## src/twu_pkg.sv

```systemverilog
`default_nettype none
package twu_pkg;
    // ******************************************************
    // bus geometry
    // ******************************************************
    localparam int TWU_ADDR_W = 8;
    localparam int TWU_DATA_W = 32;

    // ******************************************************
    // register indices, byte address is four times the index
    // ******************************************************
    localparam logic [5:0] TWU_IDX_CTRL_ONE = 6'h0A;
    localparam logic [5:0] TWU_IDX_CTRL_TWO = 6'h0B;
    localparam logic [5:0] TWU_IDX_IRQ_STATUS = 6'h0C;
    localparam logic [5:0] TWU_IDX_IRQ_MASK = 6'h0D;
    localparam logic [5:0] TWU_IDX_TIMER_BASE = 6'h10;
    localparam logic [5:0] TWU_IDX_TIMER_LAST = 6'h17;

    // ******************************************************
    // timer_control_one fields
    // ******************************************************
    localparam int TWU_C1_WD_LOAD = 0;
    localparam int TWU_C1_WD_FAST = 1;
    localparam int TWU_C1_BAUD_RUN = 2;
    localparam int TWU_C1_BAUD_EXT = 3;

    // ******************************************************
    // timer_control_two fields
    // ******************************************************
    localparam int TWU_C2_T1_RUN = 0;
    localparam int TWU_C2_T2_RUN = 1;
    localparam int TWU_C2_T1_PRESCALE = 2;
    localparam int TWU_C2_T2_PRESCALE = 3;

    // ******************************************************
    // timer numbers and clock sources
    // ******************************************************
    localparam logic [1:0] TWU_TMR_ONE = 2'h0;
    localparam logic [1:0] TWU_TMR_TWO = 2'h1;
    localparam logic [1:0] TWU_TMR_BAUD = 2'h2;
    localparam logic [1:0] TWU_TMR_WD = 2'h3;
    localparam logic [1:0] TWU_SRC_PROC = 2'h0;
    localparam logic [1:0] TWU_SRC_SLOW = 2'h1;
    localparam logic [1:0] TWU_SRC_FAST = 2'h2;
    localparam logic [1:0] TWU_SRC_EXT = 2'h3;

    // ******************************************************
    // values after reset and counts
    // ******************************************************
    localparam logic [7:0] TWU_REG_RESET = 8'h00;
    localparam logic [7:0] TWU_COUNT_WRAP = 8'hFF;
    localparam logic [1:0] TWU_RESTART_SLOW_CYCLES = 2'h2;

    typedef enum logic [0:0] {
        TWU_BUS_IDLE = 1'b0,
        TWU_BUS_ACK = 1'b1
    } twu_bus_state_t;
endpackage
`default_nettype wire

```

## src/twu_top.sv

```systemverilog
// Overview of operation
// [RULE1] each falling edge of a timer's selected clock lowers its low counter by one.
// [RULE2] in prescaler mode timer one or two reloads its low counter from the low latch each pass.
// [RULE3] the watchdog has no prescaler mode and its low counter is always the lower count half.
// [RULE4] writing a low counter location only updates the low latch.
// [RULE5] reading a high or low counter location returns the running count.
// [RULE6] a falling edge with the low counter at zero lowers a nonzero high counter by one.
// [RULE7] a rising edge with the high count expired sets the interrupt flag of timer one, two or baud.
// [RULE8] a watchdog timeout drives the restart pin low for two slow clock cycles.
// [RULE9] every timeout reloads both counters from their latches.
// [RULE10] writing the high counter of timer one, two or baud loads its latch and both counters.
// [RULE11] the watchdog stays idle after reset until its load-enable bit first goes from 0 to 1.
// [RULE12] each 0 to 1 change of the load-enable bit reloads the watchdog; 1 to 0 does nothing.
// [RULE13] control bit 1 picks the slow clock (0) or fast clock (1) for the watchdog.
// [RULE14] a control bit picks processor clock or external input falling pulses for the baud timer.
// [RULE15] each timer is an 8-bit low and 8-bit high counter, each with its own 8-bit latch.
`timescale 1ns/100ps
`default_nettype none
module twu_top (
    input wire logic clk,
    input wire logic arst_n,
    input wire logic [twu_pkg::TWU_ADDR_W-1:0] avs_address,
    input wire logic avs_read,
    input wire logic avs_write,
    input wire logic [twu_pkg::TWU_DATA_W-1:0] avs_writedata,
    input wire logic [3:0] avs_byteenable,
    output logic [twu_pkg::TWU_DATA_W-1:0] avs_readdata,
    output logic avs_waitrequest,
    input wire logic processor_clock_phase,
    input wire logic slow_clock_source,
    input wire logic fast_clock_source,
    input wire logic external_timer_input,
    output logic restart_pin_out,
    output logic restart_pin_oe,
    output logic irq
);
    import twu_pkg::*;

    // ******************************************************
    // state
    // ******************************************************
    typedef struct packed {
        twu_bus_state_t bus;
        logic [31:0] rdata;
        logic [7:0] timer_control_one;
        logic [7:0] timer_control_two;
        logic [7:0] irq_status;
        logic [7:0] irq_mask;
        logic [3:0][7:0] lo;
        logic [3:0][7:0] hi;
        logic [3:0][7:0] lo_latch;
        logic [3:0][7:0] hi_latch;
        logic [3:0] pend;
        logic [3:0] sync1;
        logic [3:0] sync2;
        logic [3:0] sync3;
        logic [3:0] stable;
        logic wd_active;
        logic restart_active;
        logic [1:0] restart_cnt;
    } twu_state_t;

    twu_state_t st;
    twu_state_t next_st;

    // ******************************************************
    // clock source edges
    // ******************************************************
    logic [3:0] src_pins;
    logic [3:0] src_now;
    logic [3:0] src_fall;
    logic [3:0] src_rise;
    logic [3:0][1:0] tsel;
    logic [3:0] run;
    logic [3:0] prescale;
    logic [3:0] tfall;
    logic [3:0] trise;
    logic [5:0] idx;
    logic [1:0] tn;
    logic acc;
    logic [3:0][7:0] cnt_lo;
    logic [3:0][7:0] cnt_hi;
    logic [3:0] cnt_pend;
    logic [3:0] tmo;

    assign src_pins = {external_timer_input, fast_clock_source,
                       slow_clock_source, processor_clock_phase};

    // a change counts once the second and third stages agree
    genvar g;
    generate
        for (g = 0; g < 4; g++) begin : g_src
            logic [7:0] lo_n;
            logic [7:0] hi_n;
            logic pend_n;
            logic tmo_n;
            assign src_now[g] = (st.sync2[g] == st.sync3[g]) ? st.sync3[g] : st.stable[g];
            assign src_fall[g] = st.stable[g] & ~src_now[g];
            assign src_rise[g] = ~st.stable[g] & src_now[g];
            assign tfall[g] = run[g] & src_fall[tsel[g]];
            assign trise[g] = run[g] & src_rise[tsel[g]];

            // one timer's count, before any software load takes over
            always_comb begin
                lo_n = st.lo[g];
                hi_n = st.hi[g];
                pend_n = st.pend[g];
                tmo_n = 1'b0;
                if (tfall[g]) begin
                    if (st.lo[g] == 8'h00) begin
                        if (prescale[g]) begin
                            lo_n = st.lo_latch[g]; // [RULE2]
                        end else begin
                            lo_n = TWU_COUNT_WRAP; // [RULE1]
                        end
                        if (st.hi[g] != 8'h00) begin
                            hi_n = st.hi[g] - 8'h01; // [RULE6]
                        end else begin
                            pend_n = 1'b1;
                        end
                    end else begin
                        lo_n = st.lo[g] - 8'h01; // [RULE1]
                    end
                end
                if (trise[g] && st.pend[g]) begin
                    tmo_n = 1'b1;
                    lo_n = st.lo_latch[g]; // [RULE9]
                    hi_n = st.hi_latch[g]; // [RULE9]
                    pend_n = 1'b0;
                end
            end

            assign cnt_lo[g] = lo_n;
            assign cnt_hi[g] = hi_n;
            assign cnt_pend[g] = pend_n;
            assign tmo[g] = tmo_n;
        end
    endgenerate

    assign tsel[TWU_TMR_ONE] = TWU_SRC_PROC;
    assign tsel[TWU_TMR_TWO] = TWU_SRC_PROC;
    assign tsel[TWU_TMR_BAUD] = st.timer_control_one[TWU_C1_BAUD_EXT] ? TWU_SRC_EXT
                                                                      : TWU_SRC_PROC; // [RULE14]
    assign tsel[TWU_TMR_WD] = st.timer_control_one[TWU_C1_WD_FAST] ? TWU_SRC_FAST
                                                                    : TWU_SRC_SLOW; // [RULE13]

    assign run[TWU_TMR_ONE] = st.timer_control_two[TWU_C2_T1_RUN];
    assign run[TWU_TMR_TWO] = st.timer_control_two[TWU_C2_T2_RUN];
    assign run[TWU_TMR_BAUD] = st.timer_control_one[TWU_C1_BAUD_RUN];
    assign run[TWU_TMR_WD] = st.wd_active; // [RULE11]

    assign prescale[TWU_TMR_ONE] = st.timer_control_two[TWU_C2_T1_PRESCALE];
    assign prescale[TWU_TMR_TWO] = st.timer_control_two[TWU_C2_T2_PRESCALE];
    assign prescale[TWU_TMR_BAUD] = 1'b0;
    assign prescale[TWU_TMR_WD] = 1'b0; // [RULE3]

    // ******************************************************
    // bus decode
    // ******************************************************
    assign idx = avs_address[7:2];
    assign tn = idx[2:1];
    assign acc = avs_read | avs_write;
    assign avs_waitrequest = acc & (st.bus != TWU_BUS_ACK);
    assign avs_readdata = st.rdata;
    assign irq = |(st.irq_status & st.irq_mask);
    assign restart_pin_out = 1'b0;
    assign restart_pin_oe = st.restart_active; // [RULE8]

    // ******************************************************
    // next state
    // ******************************************************
    always_comb begin
        logic [7:0] wdat;
        logic [7:0] rval;
        logic [7:0] clr;
        logic is_timer;
        logic do_write;
        wdat = avs_writedata[7:0];
        rval = 8'h00;
        clr = 8'h00;
        is_timer = (idx >= TWU_IDX_TIMER_BASE) && (idx <= TWU_IDX_TIMER_LAST);
        do_write = 1'b0;
        next_st = st;

        // ******************************************************
        // pin synchronisers
        // ******************************************************
        next_st.sync1 = src_pins;
        next_st.sync2 = st.sync1;
        next_st.sync3 = st.sync2;
        next_st.stable = src_now;

        // ******************************************************
        // counting, software loads below take over
        // ******************************************************
        next_st.lo = cnt_lo;
        next_st.hi = cnt_hi;
        next_st.pend = cnt_pend;

        // ******************************************************
        // watchdog restart pulse
        // ******************************************************
        if (st.restart_active && src_rise[TWU_SRC_SLOW]) begin
            next_st.restart_cnt = st.restart_cnt + 2'h1;
            if (st.restart_cnt + 2'h1 == TWU_RESTART_SLOW_CYCLES) begin
                next_st.restart_active = 1'b0; // [RULE8]
            end
        end
        if (tmo[TWU_TMR_WD]) begin
            next_st.restart_active = 1'b1; // [RULE8]
            next_st.restart_cnt = 2'h0;
        end

        // ******************************************************
        // read mux
        // ******************************************************
        if (is_timer) begin
            rval = idx[0] ? st.hi[tn] : st.lo[tn]; // [RULE5]
        end else begin
            unique case (idx)
                TWU_IDX_CTRL_ONE: rval = st.timer_control_one;
                TWU_IDX_CTRL_TWO: rval = st.timer_control_two;
                TWU_IDX_IRQ_STATUS: rval = st.irq_status;
                TWU_IDX_IRQ_MASK: rval = st.irq_mask;
                default: rval = 8'h00;
            endcase
        end

        // ******************************************************
        // bus handshake, one wait state
        // ******************************************************
        unique case (st.bus)
            TWU_BUS_IDLE: begin
                if (acc) begin
                    next_st.bus = TWU_BUS_ACK;
                end
                // read data keeps the last read value across writes
                if (avs_read) begin
                    next_st.rdata = {24'h000000, rval}; // [RULE5]
                end
            end
            TWU_BUS_ACK: begin
                next_st.bus = TWU_BUS_IDLE;
                do_write = avs_write & avs_byteenable[0];
            end
        endcase

        // ******************************************************
        // register writes
        // ******************************************************
        if (do_write) begin
            if (is_timer) begin
                if (!idx[0]) begin
                    next_st.lo_latch[tn] = wdat; // [RULE4]
                end else begin
                    next_st.hi_latch[tn] = wdat; // [RULE15]
                    if (tn != TWU_TMR_WD) begin
                        next_st.hi[tn] = wdat; // [RULE10]
                        next_st.lo[tn] = st.lo_latch[tn]; // [RULE10]
                        next_st.pend[tn] = 1'b0;
                    end
                end
            end else begin
                unique case (idx)
                    TWU_IDX_CTRL_ONE: begin
                        next_st.timer_control_one = wdat;
                        if (!st.timer_control_one[TWU_C1_WD_LOAD] && wdat[TWU_C1_WD_LOAD]) begin
                            next_st.wd_active = 1'b1; // [RULE11]
                            next_st.lo[TWU_TMR_WD] = st.lo_latch[TWU_TMR_WD]; // [RULE12]
                            next_st.hi[TWU_TMR_WD] = st.hi_latch[TWU_TMR_WD]; // [RULE12]
                            next_st.pend[TWU_TMR_WD] = 1'b0;
                        end
                    end
                    TWU_IDX_CTRL_TWO: next_st.timer_control_two = wdat;
                    TWU_IDX_IRQ_STATUS: clr = wdat;
                    TWU_IDX_IRQ_MASK: next_st.irq_mask = wdat;
                    default: clr = 8'h00;
                endcase
            end
        end

        // ******************************************************
        // sticky flags, a set in the clearing cycle wins
        // ******************************************************
        next_st.irq_status = (st.irq_status & ~clr) | {5'h00, tmo[2:0]}; // [RULE7]
    end

    // ******************************************************
    // registers
    // ******************************************************
    always_ff @(posedge clk or negedge arst_n) begin
        if (!arst_n) begin
            st <= '0;
        end else begin
            st <= next_st;
        end
    end
endmodule
`default_nettype wire

```

## config.mk

```make
export PLATFORM = sky130hd
export DESIGN_NAME = twu_top
export DESIGN_NICKNAME = d
export VERILOG_FILES = /design/src/twu_pkg.sv /design/src/twu_top.sv
export SDC_FILE = /design/constraint.sdc
export NUM_CORES = 1
export LEC_CHECK = 0
export BUFFER_PORTS_ARGS = -buffer_cell sky130_fd_sc_hd__buf_2
export CAP_MARGIN = 30
export CORE_UTILIZATION = 57
export CTS_CLUSTER_DIAMETER = 80
export CTS_CLUSTER_SIZE = 16
export DETAILED_ROUTE_END_ITERATION = 8
export PLACE_DENSITY = 0.77
export SYNTH_ARGS = -nofsm -noshare
export SYNTH_HDL_FRONTEND = slang
export SYNTH_SLANG_ARGS = --single-unit
```

## constraint.sdc

```tcl
create_clock -name clk -period 3.4 [get_ports clk]
set_input_delay 0.34 -clock clk [delete_from_list [all_inputs] [get_ports clk]]
set_output_delay 0.34 -clock clk [all_outputs]
set_load 0.02 [all_outputs]
```

==> results.toml <==
[hold_path]
hp-class = "in -> async"

[synthesis]
ys_seq_area_share_pct = 47.3
yosysMostFrequentCell = "dfrtp_1"
yosysWarnings = 0
syn_avg_cell_area_um2 = 10.8
syn_area_mm2 = 0.0102
ys_ff_latch = 193
synth_top_flop_cell = "dfrtp_1"
synth_area_leaders = "dfrtp_1, mux2_2, nand2_1"
async_flop_share_pct = 100
synthDistinctLibCells = 87
synth_top_area_share_pct = 47.3
syn_inst = 948
yosys.area.top_type = "dfrtp_1"
synth-edff-count = 0
synth_common_cells = "dfrtp_1, nand2_1, mux2_2, nor2_1, buf_4"

[cells_and_area]
multi_input_area_mm2 = 0.00491
area_growth_pct = 8.07
nets = 1034
nFillCells = 1384
seqCellArea_mm2 = 0.00483
drive_above_1_share_pct = 21.8

[timing]
hold_slack_ps = -40.8
clock_skew_ps = 9.72
maxSlewHeadroom_pct = 32.3
worst_pin_slew_ps = 1020
finalMaxSlewViolations = 0
rsz0062_at_grt = "no"
max_clock_freq_ghz = 0.394
fin_crit_sh_pct = 74.6
post-route-min-period_ps = 2540
setup-tns-final_ps = 0
finalHoldViolCount = 27
setup_violations = 0

[die]
die_y_um = 136
rows = 48
initial_core_util_pct = 58.6
core_mm2 = 0.0174
die-width_um = 136
die_area_mm2 = 0.0184
num_io_pins = 88

[clock_network]
post_cts_resized = 0
tritoncts = "done"
cts.htree.levels = 4
path_clk_slew_ps = 70
cts_setup_buffers = 0
cts-buffers-inserted = 17
cts.sinks = 193
cts_root_buf = "clkbuf_16"
cts_buffer_depth = 2
insertion_delay_ps = 450

[global_route]
grt_overflow = 0
first_global_vias = 7238
gr-usage-all-layers_pct = 29.8
grt_antenna_before_repair = 1
grt_pass1_wl_mm = 40.6
grt_max_degree = 102

[place]
place_congestion = 0.950
hpwl_mm = 18.1
port_buffers = 33

[setup_path]
cp-start-kind = "flop"
path_class = "reg -> reg"
arrival_ps = 2840
cp-end-kind = "flop"
crit_buf_inv = 1
path_cells = "inv_1 > ha_1 > nor4b_2 > nand3_1 > o21ai_0 > o211ai_1"
slowest_stage = "o21ai_0"
crit_required_ps = 3700
critPathMaxStageDelay_ps = 680
critPathMaxFanout = 6
crit_family = "compound AO/OA/AOI/OAI gates"

[power_and_ir_drop]
powerDensity_mw_per_mm2 = 495
max-vdd-ir-drop_v = 0.000406
leakage_nw = 5.02

[status]
outcome = "complete, but fails checks"
failed_checks = "hold timing"

[route]
vias_per_cell = 6.39
wl_mm = 25.9
drt_first_pass_iters = 6
wl_per_cell_um = 21.4
drc = 0
drtIter0Drc = 652
antenna_left = 0
vias = 7715

[job]
drv_cap = 0
## repair_timing
| action | in CTS | in global routing |
|---|---|---|
| hold buffers | 4 | 0 |
| endpoints found under the setup margin | 0 | 0 |
| hold endpoints to repair | 4 | 0 |
## worst paths after layout
kind | slack [ps] | end | from | depth (start not counted)
worst max register to register | 860 | st[94] | st[120] | 6
max in group asynchronous | 2480 | async pin | arst_n | 2
min in group clk | 160 | st[216] | avs_read | 3
worst max-delay path | 860 | st[94] | st[120] | 6
worst min register to register | 350 | next_st[11] | next_st[15] | 0
worst min-delay path | -40 | async pin | arst_n | 1
## report_power, final
group | switching (mW) | total, mW | leakage, nW | internal [mW]
Sequential | 0.281 | 2.77 | 2.46 | 2.49
Clock | 1.00 | 1.99 | 0.285 | 0.988
Combinational | 0.373 | 0.698 | 2.27 | 0.325
## cell type report
type	count	share of cell area (%)
Inverter	27	0.919
Multi-Input combinational cell	680	44.6
Tap cell	225	2.55
Antenna cell	1	0.0227
Clock buffer	17	3.86
Clock inverter	15	1.43
Timing Repair Buffer	49	2.87
Sequential cell	193	43.8
## layout by cell type, fill, tap and decap left out, types with 6 or more instances in the layout
master     netlist  routed
nand2_1        139     139
a31oi_1         19      19
buf_2           11      32
o211ai_1        18      18
nor4_1           6       6
a22oi_1          6       6
nand4_1          8       8
mux2_2          61      61
nand2b_1         6       6
xor2_1          13      13
inv_6            0       6
dfrtp_1        193     193
conb_1           1      25
o21ai_0         21      21
a21o_1          14      14
o21ai_2          7       7
clkbuf_16        0      17
nor3_1          21      21
buf_4           36      11
o22ai_1         10      10
a222oi_1         7       7
ha_1            14      14
xnor2_1         19      19
or3_1            6       6
nand3_1         17      17
a21oi_1         32      32
a32oi_1          8       8
or4_1            7       7
mux2_4           8       8
mux4_2          16      16
and3_1           7       7
nor2_1          52      52
inv_1           27      27
## worst reg2reg max path: stages (launching register included)
cell	delay, ps
dfrtp_1	450
inv_1	90
ha_1	210
nor4b_2	440
nand3_1	330
o21ai_0	680
o211ai_1	190
## through the flow
step	total power, mW	cells	cell area [um^2]	worst slack [ps]	utilization (%)
2_1_floorplan	3.23	972	10300	1460	-
3_5_place_dp	3.49	1170	10400	810	59.7
5_1_grt	5.68	1206	11000	607	63.3
4_1_cts	5.46	1206	11000	913	63.3
6_report	5.46	1207	11000	862	63.3
3_3_place_gp	3.46	1170	10400	864	59.7
## routing by layer
| metal | up-vias | GRT usage, % | share of wire [%] | routed length, um |
|---|---|---|---|---|
| li1 | 3451 | - | - | - |
| met2 | 318 | 45.4 | 47 | 12100 |
| met4 | 0 | 16.4 | 4.7 | 1220 |
| met1 | 3874 | 39.7 | 41 | 10600 |
| met3 | 72 | 6.43 | 7.8 | 2010 |
| met5 | - | 0 | 0 | 0 |
## logic make-up (layout without fill, tap and decap cells)
logic type	after synthesis	in the layout	synth area share [%]
AO/OA/AOI/OAI	187	187	13.1
other	1	26	0.0367
AND/OR/NAND/NOR	329	329	17.4
XOR/XNOR	32	32	2.75
buffers and inverters	99	108	5.41
multiplexers	90	90	11.9
flip-flops	193	193	47.3
adder cells (fa/ha/maj)	17	17	2.01
Note: power is estimated with default switching activity, not from simulation.
